`src/hdl/spr_pkg.sv`:
```
// package: constants for the process slot remap and coprocessor access group
package spr_pkg;
    localparam logic [3:0]  CRN_RSVD_A      = 4'h0b;
    localparam logic [3:0]  CRN_RSVD_B      = 4'h0c;
    localparam logic [3:0]  CRN_SLOT        = 4'h0d;
    localparam logic [3:0]  CRN_BKPT        = 4'h0e;
    localparam logic [3:0]  CRN_ACCESS      = 4'h0f;
    localparam logic [2:0]  OP2_ZERO        = 3'h0;
    localparam logic [3:0]  CRM_SLOT        = 4'h0;
    localparam logic [3:0]  CRM_IBRK_A      = 4'h8;
    localparam logic [3:0]  CRM_IBRK_B      = 4'h9;
    localparam logic [3:0]  CRM_DBRK_ADDR   = 4'h0;
    localparam logic [3:0]  CRM_DBRK_MASK   = 4'h3;
    localparam logic [3:0]  CRM_DBRK_CTRL   = 4'h4;
    localparam logic [3:0]  CRM_ACCESS      = 4'h1;
    localparam logic [3:0]  CP_DEBUG        = 4'he;
    localparam logic [3:0]  CP_SYSCTL       = 4'hf;
    localparam int          SLOT_LSB        = 25;
    localparam int          SLOT_W          = 7;
    localparam int          MASK_W          = 14;
    localparam logic [31:0] SLOT_RESET      = 32'h0000_0000;
    localparam logic [31:0] MASK_RESET      = 32'h0000_0000;
    localparam logic [31:0] BKPT_RESET      = 32'h0000_0000;
    typedef enum logic [2:0] {
        SPR_BK_IA, SPR_BK_IB, SPR_BK_DA, SPR_BK_DM, SPR_BK_DC
    } spr_bkpt_sel_t;
endpackage

```
`src/hdl/spr_remap.sv`:
```
// module: process slot remap of one virtual address path
`timescale 1ns/1ps
module spr_remap (
    virt_addr,
    slot_id,
    remapped_addr
);
    import spr_pkg::*;
    input  wire logic [31:0]       virt_addr;
    input  wire logic [SLOT_W-1:0] slot_id;
    output logic      [31:0]       remapped_addr;

    logic top_zero;
    assign top_zero = (virt_addr[31:SLOT_LSB] == '0);
    // or-in only when the top field is clear, else pass untouched
    assign remapped_addr = top_zero ? {slot_id, virt_addr[SLOT_LSB-1:0]} : virt_addr;
endmodule // spr_remap

```
`src/hdl/spr_sysctl.sv`:
```
// module: system-control registers 11..15: slot remap, breakpoint decode, access mask
//
// What this block does
// - registers 11 and 12 reserved; reads give zero, writes do nothing.
// - slot remap applied before instruction/data cache and TLB lookups.
// - top seven address bits all zero: or in the slot identifier.
// - any top bit set: address passes through unchanged.
// - slot register bits 31:25 hold the identifier, read/write, used for remap.
// - slot register bits 24:0 read zero, writes ignored.
// - slot register reached by register 13, opcode2 0, minor field 0.
// - branch target buffer lookups use the unremapped address.
// - every slot register write invalidates the whole branch target buffer.
// - register 14 minor field selects the five breakpoint registers.
// - access mask is register 15, opcode2 0, minor field 1.
// - mask covers all but coprocessors 14,15; those need privileged mode.
// - user access to a masked-off coprocessor raises undefined instruction.
// - mask bits 13:0 read/write; 0 denies, 1 permits.
// - mask bits 31:14 reserved write-ignored; register resets to zero.
`timescale 1ns/1ps
module spr_sysctl (
    clk,
    resetn,
    cop_valid,
    cop_write,
    cop_num,
    cop_crn,
    cop_crm,
    cop_op2,
    cop_wdata,
    cop_priv,
    cop_rdata,
    cop_undef,
    fetch_vaddr,
    data_vaddr,
    fetch_mva,
    data_mva,
    btb_lookup_addr,
    btb_invalidate,
    instr_breakpoint_reg_a,
    instr_breakpoint_reg_b,
    data_breakpoint_addr,
    data_mask_or_addr,
    data_breakpoint_control,
    coprocessor_access_mask
);
    import spr_pkg::*;
    input  wire logic        clk;
    input  wire logic        resetn;
    input  wire logic        cop_valid;
    input  wire logic        cop_write;
    input  wire logic [3:0]  cop_num;
    input  wire logic [3:0]  cop_crn;
    input  wire logic [3:0]  cop_crm;
    input  wire logic [2:0]  cop_op2;
    input  wire logic [31:0] cop_wdata;
    input  wire logic        cop_priv;
    output logic      [31:0] cop_rdata;
    output logic             cop_undef;
    input  wire logic [31:0] fetch_vaddr;
    input  wire logic [31:0] data_vaddr;
    output logic      [31:0] fetch_mva;
    output logic      [31:0] data_mva;
    output logic      [31:0] btb_lookup_addr;
    output logic             btb_invalidate;
    output logic      [31:0] instr_breakpoint_reg_a;
    output logic      [31:0] instr_breakpoint_reg_b;
    output logic      [31:0] data_breakpoint_addr;
    output logic      [31:0] data_mask_or_addr;
    output logic      [31:0] data_breakpoint_control;
    output logic      [31:0] coprocessor_access_mask;

    // ------------------------------------------------------------
    // reset release
    // ------------------------------------------------------------
    logic rst_s1_q, rst_n_q;
    always_ff @(posedge clk or negedge resetn) begin
        if (!resetn) begin
            rst_s1_q <= 1'b0;
            rst_n_q  <= 1'b0;
        end else begin
            rst_s1_q <= 1'b1;
            rst_n_q  <= rst_s1_q;
        end
    end

    // ------------------------------------------------------------
    // access decode and permission
    // ------------------------------------------------------------
    function automatic logic sel(input logic [3:0] crn, input logic [3:0] minor_register_field);
        sel = (cop_num == CP_SYSCTL) && (cop_crn == crn) && (cop_crm == minor_register_field) && (cop_op2 == OP2_ZERO);
    endfunction

    logic [SLOT_W-1:0] slot_q;
    logic [MASK_W-1:0] mask_q;
    logic [31:0]       bkpt_q [5];
    logic              is_sys, allowed, take, wr;

    assign is_sys = (cop_num == CP_SYSCTL) || (cop_num == CP_DEBUG);
    // system coprocessors need privilege; others need privilege or their mask bit set
    always_comb begin
        if (is_sys) begin
            allowed = cop_priv;
        end else if (cop_num < 4'(MASK_W)) begin
            allowed = cop_priv || mask_q[cop_num];
        end else begin
            allowed = cop_priv;
        end
    end
    assign cop_undef = cop_valid && !allowed;
    assign take      = cop_valid && allowed;
    assign wr        = take && cop_write;

    // ------------------------------------------------------------
    // process slot register
    // ------------------------------------------------------------
    always_ff @(posedge clk or negedge rst_n_q) begin
        if (!rst_n_q) begin
            slot_q <= SLOT_RESET[31:SLOT_LSB];
        end else if (wr && sel(CRN_SLOT, CRM_SLOT)) begin
            slot_q <= cop_wdata[31:SLOT_LSB];
        end
    end

    // whole buffer flushed so no prediction crosses processes
    always_ff @(posedge clk or negedge rst_n_q) begin
        if (!rst_n_q) begin
            btb_invalidate <= 1'b0;
        end else begin
            btb_invalidate <= wr && sel(CRN_SLOT, CRM_SLOT);
        end
    end

    // ------------------------------------------------------------
    // breakpoint registers
    // ------------------------------------------------------------
    localparam logic [3:0] BK_CRM [5] = '{CRM_IBRK_A, CRM_IBRK_B, CRM_DBRK_ADDR, CRM_DBRK_MASK, CRM_DBRK_CTRL};
    for (genvar i = 0; i < 5; i++) begin : g_bk
        always_ff @(posedge clk or negedge rst_n_q) begin
            if (!rst_n_q) begin
                bkpt_q[i] <= BKPT_RESET;
            end else if (wr && sel(CRN_BKPT, BK_CRM[i])) begin
                bkpt_q[i] <= cop_wdata;
            end
        end
    end
    assign instr_breakpoint_reg_a  = bkpt_q[SPR_BK_IA];
    assign instr_breakpoint_reg_b  = bkpt_q[SPR_BK_IB];
    assign data_breakpoint_addr    = bkpt_q[SPR_BK_DA];
    assign data_mask_or_addr       = bkpt_q[SPR_BK_DM];
    assign data_breakpoint_control = bkpt_q[SPR_BK_DC];

    // ------------------------------------------------------------
    // coprocessor access mask
    // ------------------------------------------------------------
    always_ff @(posedge clk or negedge rst_n_q) begin
        if (!rst_n_q) begin
            mask_q <= MASK_RESET[MASK_W-1:0];
        end else if (wr && sel(CRN_ACCESS, CRM_ACCESS)) begin
            mask_q <= cop_wdata[MASK_W-1:0];
        end
    end
    assign coprocessor_access_mask = {{(32-MASK_W){1'b0}}, mask_q};

    // ------------------------------------------------------------
    // read data, registered one cycle after the move
    // ------------------------------------------------------------
    logic [31:0] rd_d;
    always_comb begin
        rd_d = 32'h0000_0000; // reserved 11, 12 and unmapped read zero
        if (sel(CRN_SLOT, CRM_SLOT)) begin
            rd_d = {slot_q, 25'h000_0000};
        end else if (sel(CRN_ACCESS, CRM_ACCESS)) begin
            rd_d = coprocessor_access_mask;
        end else begin
            for (int j = 0; j < 5; j++) begin
                if (sel(CRN_BKPT, BK_CRM[j])) begin
                    rd_d = bkpt_q[j];
                end
            end
        end
    end
    always_ff @(posedge clk or negedge rst_n_q) begin
        if (!rst_n_q) begin
            cop_rdata <= 32'h0000_0000;
        end else if (take && !cop_write) begin
            cop_rdata <= rd_d;
        end
    end

    // ------------------------------------------------------------
    // address paths
    // ------------------------------------------------------------
    spr_remap u_fetch (.virt_addr(fetch_vaddr), .slot_id(slot_q), .remapped_addr(fetch_mva));
    spr_remap u_data  (.virt_addr(data_vaddr),  .slot_id(slot_q), .remapped_addr(data_mva));
    assign btb_lookup_addr = fetch_vaddr;
endmodule // spr_sysctl
```
`config.mk`:
```
export PLATFORM = sky130hd
export DESIGN_NAME = spr_sysctl
export DESIGN_NICKNAME = d
export VERILOG_FILES = /design/src/hdl/spr_pkg.sv /design/src/hdl/spr_remap.sv /design/src/hdl/spr_sysctl.sv
export SDC_FILE = /design/constraint.sdc
export NUM_CORES = 1
export LEC_CHECK = 0
export ABC_AREA = 0
export BUFFER_PORTS_ARGS = -buffer_cell sky130_fd_sc_hd__clkbuf_2
export CAP_MARGIN = 10
export CORE_AREA = 2 2 172 174
export DETAILED_ROUTE_END_ITERATION = 8
export DIE_AREA = 0 0 174 176
export PLACE_DENSITY = 0.69
export SYNTH_ARGS = -nofsm -noshare
export SYNTH_HDL_FRONTEND = slang
export SYNTH_SLANG_ARGS = --single-unit
```
`constraint.sdc`:
```
create_clock -name clk -period 14.6 [get_ports clk]
set_clock_uncertainty 0.2 [all_clocks]
set_input_delay 4.38 -clock clk [delete_from_list [all_inputs] [get_ports clk]]
set_output_delay 4.38 -clock clk [all_outputs]
set_load 0.01 [all_outputs]
```
==> flow_summary.yaml, run 1 <==
logic_synthesis:
  synth-xor-area-share_pct: 0
  synth_ff_type: "dfrtp_1"
  synth_common_cells: "dfrtp_1 (216), mux2_2 (193), buf_4 (103)"
  synth.top_cell.area_share_pct: 50.5
  synth-seq-cells: 216
  synth_top_family_by_area: "multiplexers"
  synth_edf_count: 0
  async_reset_ff_share_pct: 100
  syn-instance-count: 888
  synth_compound_gate_area_share_pct: 9.75
  synth_area_leader_cell: "dfrtp_1"
  synth_mux_area_share_pct: 22.5
  ys_seq_area_share_pct: 50.5
  synthTopCellsByArea: "dfrtp_1 (51%), mux2_2 (20%), buf_4 (7.2%), a21o_1 (1.9%), mux2i_1 (1.7%)"
  yosysWarnings: 0
  netlist_area_um2: 10700
  yosys.area_share.simple_pct: 7.54
  yosysUniqueCellTypes: 56
  avgSynthCellArea_um2: 12.1
  synth.most_common_cell: "dfrtp_1"
  synth_fa_ha_area_share_pct: 0
floorplan:
  row_count: 62
  design.die.area_um2: 30600
  die_h_um: 176
  core-area_um2: 28500
  start_util_pct: 37.5
  die_x_um: 174
  io_pins: 438
cts:
  numCtsBuffers: 25
  worstSkewPairLatency_ns: 0.52
  clkTransAtPathRegs_ns: 0.05
  clockBufferDepth: 3
  ctsResizeCount: 0
  cts_setup_buffers: 0
  cts_root_buf: "clkbuf_16"
  tritoncts: "built"
  clock-sinks: 216
  htree_levels: 1
  cts_hold_buf: 0
grt:
  grtUsageMet2_pct: 38.6
  gr-max-usage-layer: "met2"
  grt_max_degree: 64
  grt-ovfl-total: 0
  use_met1_pct: 29.0
  antenna_found_initial: 0
  first_global_vias: 8113
  grtUsageMet3_pct: 6.22
  grt_pass1_wl_um: 52900
  grt_usage_pct: 22.9
drt:
  drc: 0
  ant_nets: 0
  wl_per_cell_um: 24.2
  wirelength_um: 36100
  viasPerCell: 5.45
  drt_iter0_markers: 532
  num_vias: 8131
  dr.pass1.iters: 7
finish:
  drive_above_1_share_pct: 51.8
  n_antenna_cell: 0
  nets: 1208
  syn_to_final_growth_pct: 19.6
  final_cell_area_um2: 12800
  final_cells: 1492
timing:
  worstMarginPinSlew_ns: 1.17
  finalSetupTns_ns: 0
  fmax_mhz: 93.8
  finalCriticalPeriod_ns: 10.66
  rsz0062_at_grt: "no"
  slew_headroom_pct: 21.7
  worst_slack_ns: 3.94
  finalSetupViolations: 0
  hold_viol_final: 0
  post-route-period-util_pct: 73.0
  final-max-slew-violation-count: 0
min_path:
  holdCritPathClass: "flop to async pin"
place:
  dpl.cell_count: 1449
  place_congestion: 0.837
  dp_hpwl_um: 25500
  place_area_um2: 11900
  portBuffers: 294
  pre_cts_slack_ns: 3.96
critical_path:
  end_kind: "output port"
  worst_path_dominant_cell_family: "simple AND/OR/NAND/NOR gates"
  cpPeakStageDelay_ns: 0.73
  crit_chain: "clkbuf_2 > or4_1 > nor4_1 > a21o_1 > clkbuf_2"
  r2r_end: "data_breakpoint_control[19]"
  worst_r2r_path_depth: 6
  crit_arrival_ns: 6.08
  critPathLaunchType: "primary input"
  reg2reg_slack_ns: 11.37
  worstReg2RegStart: "mask_q[12]"
  crit_top_cell: "clkbuf_2"
  setup.worst_path.class: "primary input to output port"
  critPathBufInv: 2
  cpMaxStageDelayCell: "nor4_1"
  critPathMaxFanout: 7
  required_ns: 10.02
pwr:
  power.density_nw_per_um2: 103
  p_total_uw: 1320
  irDropWorstVdd_mv: 0.0952
  p_leak_uw: 0.00678
job:
  maxCapViolations: 0
run_status:
  status: "complete, no violations"
## placed cells by master, fill, tap and decap left out, drive strengths merged, types with 2 or more instances in the layout
master and n:
nand2b 5, a221oi 15, mux4 2, nand2 41, buf 19, o41ai 2
inv 8, clkbuf 329, or4 5, a222oi 16, nand3b 3, nor3b 3
o21ai 35, mux2i 18, conb 19, dfrtp 216, a211oi 23, a2111oi 5
nand4 2, a2bb2oi 2, mux2 194, clkinv 4, a21oi 8, nor2 25
nor4 7, nor2b 4, a21o 27, nor3 22, or2 2, bufinv 3
nand3 28
## worst max path at each step
stage / from / end / depth (start not counted)
floorplan: data_vaddr[25] / data_mva[25] / 3
detailed placement: data_vaddr[25] / data_mva[30] / 5
global route: fetch_vaddr[28] / fetch_mva[31] / 5
CTS: data_vaddr[25] / data_mva[30] / 5
finish: data_vaddr[25] / data_mva[28] / 5
global placement: fetch_vaddr[28] / fetch_mva[31] / 5
## cell families after synthesis
group	count (synthesis)
other	2
DFF	216
AOI/OAI and AO/OA	140
muxes	214
buffers and inverters	160
and+or+nand+nor	156
## metal layers
layer	vias to the layer above	share of wire (%)	wire length, um
met5	-	0	0
met4	0	2.5	897
met3	64	8.0	2900
met2	373	49	17500
met1	4135	41	14800
li1	3559	-	-
## area by class of cell
class | instances | area [um^2]
flip-flops and latches | 216 | 5410
well taps | 384 | 480
multi-input cells | 529 | 4390
clock buffers | 35 | 753
fillers | 2750 | 15700
inverters | 7 | 26.3
repair buffers | 313 | 1610
clock inverters | 8 | 123
## power by group
part	total (uW)	internal [uW]	switching [uW]
sequential	601	599	2.12
clock	660	410	250
combinational	59.1	16.3	42.8
## flip-flops by register name, indices dropped and copies added, names as in the netlist
register                 count
instr_breakpoint_reg_b      32
cop_rdata                   32
data_breakpoint_addr        32
data_breakpoint_control     32
rst_s1_q                     1
rst_n_q                      1
data_mask_or_addr           32
btb_invalidate               1
slot_q                       7
instr_breakpoint_reg_a      32
mask_q                      14
## through the flow
stage | hold slack [ns] | utilization, %
3_3_place_gp | 0.112 | 41.8
4_1_cts | 0.114 | 44.8
2_1_floorplan | 0.131 | -
6_report | 0.0942 | 44.8
5_1_grt | 0.147 | 44.8
3_5_place_dp | 0.106 | 41.8
Power figures use the tool's default switching activity.
==> inputs of run 2 (changes only) <==
--- a/config.mk
+++ b/config.mk
@@ -8,10 +8,10 @@
 export ABC_AREA = 0
 export BUFFER_PORTS_ARGS = -buffer_cell sky130_fd_sc_hd__clkbuf_2
 export CAP_MARGIN = 10
-export CORE_AREA = 2 2 172 174
+export CORE_AREA = 2 2 169 171
 export DETAILED_ROUTE_END_ITERATION = 8
-export DIE_AREA = 0 0 174 176
-export PLACE_DENSITY = 0.69
+export DIE_AREA = 0 0 171 173
+export PLACE_DENSITY = 0.74
 export SYNTH_ARGS = -nofsm -noshare
 export SYNTH_HDL_FRONTEND = slang
 export SYNTH_SLANG_ARGS = --single-unit
==> constraint.sdc (replaced) <==
create_clock -name clk -period 8.8 [get_ports clk]
set_clock_uncertainty 0.2 [all_clocks]
set_input_delay 2.64 -clock clk [delete_from_list [all_inputs] [get_ports clk]]
set_output_delay 2.64 -clock clk [all_outputs]
set_load 0.01 [all_outputs]
==> run 2 against run 1 <==
Against the previous run:
- clock-buffer cell count is 3 lower
- sequential share of layout area hardly changed
- flip-flop and latch count stayed put
- largest power group unchanged
- via count is 1.6% higher
- wire length is 0.35% lower
- largest cell class unchanged
- critical path depth stayed put
- combinational power is 61% higher
==> flow_summary.yaml, run 2 (synthesis results as in run 1) <==
run_status:
  status: "complete, no violations"
timing:
  post-route-period-util_pct: 82.2
  fmax_mhz: 138
  finalSetupTns_ns: 0
  final-max-slew-violation-count: 0
  finalCriticalPeriod_ns: 7.23
  hold_ws_ns: 0.153
  worstMarginPinSlew_ns: 1.06
  hold_viol_final: 0
  rsz0062_at_grt: "no"
  finalSetupViolations: 0
  slew_headroom_pct: 29.2
drt:
  drt_iter0_markers: 578
  num_vias: 8259
  viasPerCell: 5.55
  drc: 0
  wl_per_cell_um: 24.2
  ant_nets: 0
  dr.pass1.iters: 6
  wirelength_um: 36000
finish:
  drive_above_1_share_pct: 51.9
  final_cell_area_um2: 12800
  num-fill-cells: 2592
  layout_commonest_cell: "clkbuf_2"
  nets: 1207
  final_cell_mix: "clkbuf_2 (294), dfrtp_1 (215), mux2_2 (193)"
  syn_to_final_growth_pct: 19.6
pwr:
  irDropWorstVdd_mv: 0.153
  power.density_nw_per_um2: 171
  p_leak_uw: 0.00677
cts:
  htree_levels: 1
  clockBufferDepth: 3
  cts_root_buf: "clkbuf_16"
  clock-sinks: 216
  tritoncts: "built"
  cts_setup_buffers: 0
  numCtsBuffers: 24
  worstSkewPairLatency_ns: 0.52
  clkTransAtPathRegs_ns: 0.05
  ctsResizeCount: 0
  cts_hold_buf: 0
grt:
  first_global_vias: 8525
  grt-ovfl-total: 0
  grt_usage_pct: 23.8
  antenna_found_initial: 1
  grt_pass1_wl_um: 53300
  grt_max_degree: 79
critical_path:
  crit_top_cell: "clkbuf_2"
  critPathMaxFanout: 7
  crit_arrival_ns: 4.39
  end_kind: "output port"
  critPathLaunchType: "primary input"
  crit_chain: "clkbuf_2 > or4_1 > nor4_1 > a21o_1 > clkbuf_2"
  required_ns: 5.96
  cpMaxStageDelayCell: "nor4_1"
  cpPeakStageDelay_ns: 0.79
  setup.worst_path.class: "primary input to output port"
place:
  dp_hpwl_um: 24900
  portBuffers: 294
  place_area_um2: 11900
  place_congestion: 0.866
floorplan:
  start_util_pct: 38.7
  die_h_um: 173
  design.die.area_um2: 29600
  die_x_um: 171
  core-area_um2: 27600
  row_count: 61
  io_pins: 438
min_path:
  holdCritPathClass: "flop to flop"
job:
  maxCapViolations: 0
## run 2: layer usage
| metal | global-route usage [%] | part of all wire, % |
|---|---|---|
| met5 | 0.334 | 0 |
| met1 | 28.7 | 38 |
| met4 | 9.82 | 3.7 |
| met3 | 6.59 | 9.1 |
| met2 | 39.9 | 49 |
## run 2: path summary, 6_finish.rpt
kind | from | to | slack, ns | cells past startpoint
hold / removal | rst_s1_q | rst_n_q | 0.15 | 0
setup reg to reg | mask_q[5] | data_breakpoint_addr[12] | 5.68 | 6
hold reg to reg | rst_s1_q | rst_n_q | 0.15 | 0
max in group asynchronous | resetn | rst_n_q | 6.59 | 1
min in group asynchronous | rst_n_q | instr_breakpoint_reg_a[17] | 0.22 | 0
setup / recovery | fetch_vaddr[28] | fetch_mva[28] | 1.57 | 5
## run 2: cell type report
cell class	instances	area, um^2	area share, %
Antenna cell	1	2.50	0.0196
Clock buffer	32	712	5.56
Clock inverter	12	165	1.29
Inverter	7	26.3	0.205
Multi-Input combinational cell	529	4400	34.4
Sequential cell	216	5410	42.3
Tap cell	378	473	3.70
Timing Repair Buffer	313	1610	12.6
## run 2: per-stage QoR
stage / instances / worst slack (ns) / power [uW] / utilization (%)
finish: 1488 / 1.57 / 2190 / 46.3
global route: 1488 / 1.49 / 2270 / 46.3
CTS: 1487 / 1.64 / 2210 / 46.3
detailed placement: 1443 / 1.66 / 1110 / 43.1
global placement: 1443 / 1.73 / 1110 / 43.1
floorplan: 905 / 2.00 / 1100 / -
## run 2: critical path, delay by kind of cell
| family | cells | cell delay (ns) |
|---|---|---|
| AND/OR/NAND/NOR | 2 | 1.30 |
| AO/OA/AOI/OAI | 1 | 0.23 |
| buffers and inverters | 2 | 0.22 |
## run 2: report_power, final
part	leakage [uW]	switching (uW)	internal [uW]	total, uW
clock	0.000433	410	684	1090
combinational	0.00332	68.3	27.0	95.3
sequential	0.00301	5.87	994	1000
total	0.00677	484	1700	2190
==> inputs of run 3 (changes only) <==
--- a/config.mk
+++ b/config.mk
@@ -5,13 +5,13 @@
 export SDC_FILE = /design/constraint.sdc
 export NUM_CORES = 1
 export LEC_CHECK = 0
-export ABC_AREA = 0
+export ABC_AREA = 1
 export BUFFER_PORTS_ARGS = -buffer_cell sky130_fd_sc_hd__clkbuf_2
 export CAP_MARGIN = 10
-export CORE_AREA = 2 2 169 171
+export CORE_AREA = 2 2 170 172
 export DETAILED_ROUTE_END_ITERATION = 8
-export DIE_AREA = 0 0 171 173
-export PLACE_DENSITY = 0.74
+export DIE_AREA = 0 0 172 174
+export PLACE_DENSITY = 0.75
 export SYNTH_ARGS = -nofsm -noshare
 export SYNTH_HDL_FRONTEND = slang
 export SYNTH_SLANG_ARGS = --single-unit
==> constraint.sdc (replaced) <==
create_clock -name clk -period 6.1 [get_ports clk]
set_clock_uncertainty 0.2 [all_clocks]
set_input_delay 1.83 -clock clk [delete_from_list [all_inputs] [get_ports clk]]
set_output_delay 1.83 -clock clk [all_outputs]
set_load 0.01 [all_outputs]
==> run 3 against run 2 <==
Against the previous run:
- highest routed layer unchanged
- final cell count grew 39%
- critical path type unchanged
- sequential share of layout area shrank 1.1 points
- hold slack lost 0.0059 ns
- flip-flop and latch count is the same
- critical path depth grew 5
- largest power group unchanged
==> flow_summary.yaml, run 3 <==
run_status:
  status: "complete, no violations"
drt:
  wirelength_um: 39700
  drt_iter0_markers: 773
  met2_length_um: 17600
  ant_nets: 0
  num_vias: 10600
  viasPerCell: 5.10
  wl_met1_um: 16700
  wl_per_cell_um: 19.1
  dr_wl_met3_um: 3940
  dr.pass1.iters: 5
  drc: 0
  top_layer: "met4"
timing:
  fmax_mhz: 197
  final-max-slew-violation-count: 0
  finalCriticalPeriod_ns: 5.08
  finalSetupTns_ns: 0
  hold_viol_final: 0
  finalSetupViolations: 0
  worstMarginPinSlew_ns: 0.996
  rsz0062_at_grt: "no"
  slew_headroom_pct: 33.6
  post-route-period-util_pct: 83.4
finish:
  final_cell_mix: "nand2_1 (509), clkbuf_2 (294), dfrtp_1 (215)"
  drive_above_1_share_pct: 22.1
  layout_commonest_cell: "nand2_1"
  final_cell_area_um2: 13100
  final_core_util_pct: 46.5
  syn_to_final_growth_pct: 18.2
  nets: 1787
floorplan:
  start_util_pct: 39.4
  design.die.area_um2: 29900
  die_x_um: 172
  core-area_um2: 28200
  row_count: 62
  io_pins: 438
  die_h_um: 174
logic_synthesis:
  synth.most_common_cell: "nand2_1"
  syn-instance-count: 1473
  netlist_area_um2: 11100
  synth_edf_count: 0
  yosysWarnings: 0
  synth.top_cell.area_share_pct: 48.6
  yosysUniqueCellTypes: 27
  synth_common_cells: "nand2_1 (509), dfrtp_1 (216), o21ai_0 (155)"
  ys_seq_area_share_pct: 48.6
  async_reset_ff_share_pct: 100
  synth_area_leader_cell: "dfrtp_1"
  synth-seq-cells: 216
  synthTopCellsByArea: "dfrtp_1 (49%), nand2_1 (17%), buf_4 (7.1%), o21ai_0 (7.0%), inv_1 (4.7%)"
  avgSynthCellArea_um2: 7.55
  synth_ff_type: "dfrtp_1"
pwr:
  p_leak_uw: 0.00747
  power.density_nw_per_um2: 241
  p_total_uw: 3160
  irDropWorstVdd_mv: 0.148
cts:
  clkTransAtPathRegs_ns: 0.05
  cts_root_buf: "clkbuf_16"
  cts_setup_buffers: 0
  cts_hold_buf: 0
  clock-sinks: 216
  worstSkewPairLatency_ns: 0.53
  htree_levels: 1
  clockBufferDepth: 3
  numCtsBuffers: 25
  ctsResizeCount: 0
  tritoncts: "built"
critical_path:
  setup.worst_path.class: "primary input to output port"
  required_ns: 4.07
  crit_arrival_ns: 3.05
  critPathLaunchType: "primary input"
  critPathMaxFanout: 7
  end_kind: "output port"
grt:
  grt-ovfl-total: 0
  first_global_vias: 10200
  antenna_found_initial: 1
  grt_usage_pct: 26.1
  grt_pass1_wl_um: 60100
  grt_max_degree: 77
job:
  maxCapViolations: 0
place:
  portBuffers: 294
  place_area_um2: 12300
  dp_hpwl_um: 28200
  place_congestion: 0.926
min_path:
  holdCritPathClass: "flop to flop"
## run 3: cell count changes in the layout (fill, tap and decap cells not counted), sizes merged, moves of 18 or more
cell	previous run	this run
a211oi	23	0
a21o	27	0
inv	7	140
mux2	194	0
mux2i	18	0
nand2	41	510
nand3	28	89
nor2	25	89
o21ai	35	205
## run 3: worst paths after layout
check	from	end	slack [ns]	depth (start not counted)
worst max-delay path	cop_num[0]	cop_undef	1.02	10
worst min-delay path	rst_s1_q	rst_n_q	0.15	0
worst max register to register	mask_q[4]	instr_breakpoint_reg_b[10]	3.19	12
worst min register to register	rst_s1_q	rst_n_q	0.15	0
max in group asynchronous	rst_n_q	cop_rdata[25]	3.84	1
min in group asynchronous	rst_n_q	instr_breakpoint_reg_a[16]	0.26	0
## run 3: through the flow
step / hold slack (ns) / setup slack (ns) / cells
2_1_floorplan: 0.131 / 1.45 / 1490
3_3_place_gp: 0.136 / 1.01 / 2028
3_5_place_dp: 0.137 / 1.01 / 2028
4_1_cts: 0.150 / 0.997 / 2073
5_1_grt: 0.164 / 0.866 / 2074
6_report: 0.147 / 1.02 / 2074
## run 3: metal layers
layer	GRT usage, %	vias up
met5	0	-
met4	10.6	0
li1	-	4919
met3	5.69	128
met2	39.7	524
met1	36.3	5015
## run 3: cell type report
class,instances,area (um^2)
fillers,2832,15100
flip-flops and latches,216,5410
multi-input cells,969,4240
repair buffers,315,1630
clock buffers,35,713
inverters,144,541
well taps,384,480
clock inverters,10,133
diodes,1,2.50
## run 3: kinds of logic (layout without fill, tap and decap cells)
group	Yosys count	after routing	share of synthesized area, %
AO/OA/AOI/OAI	234	234	10.8
flip-flops	216	216	48.6
AND/OR/NAND/NOR	716	716	26.3
buffers and inverters	305	504	14.3
other	2	20	0.0675
## run 3: where the power goes
part	internal [uW]	total, uW	switching (uW)
sequential	1440	1450	12.0
combinational	38.4	157	119
clock	940	1550	614
total	2420	3160	745
## run 3: worst max-delay path, stage by stage
cell	delay (ns)
clkbuf_2	0.17
inv_2	0.09
nand2_1	0.09
nor2_1	0.04
nor2_1	0.10
nand2_1	0.06
nand3_1	0.09
nand3_2	0.21
nor2_1	0.20
clkbuf_2	0.16
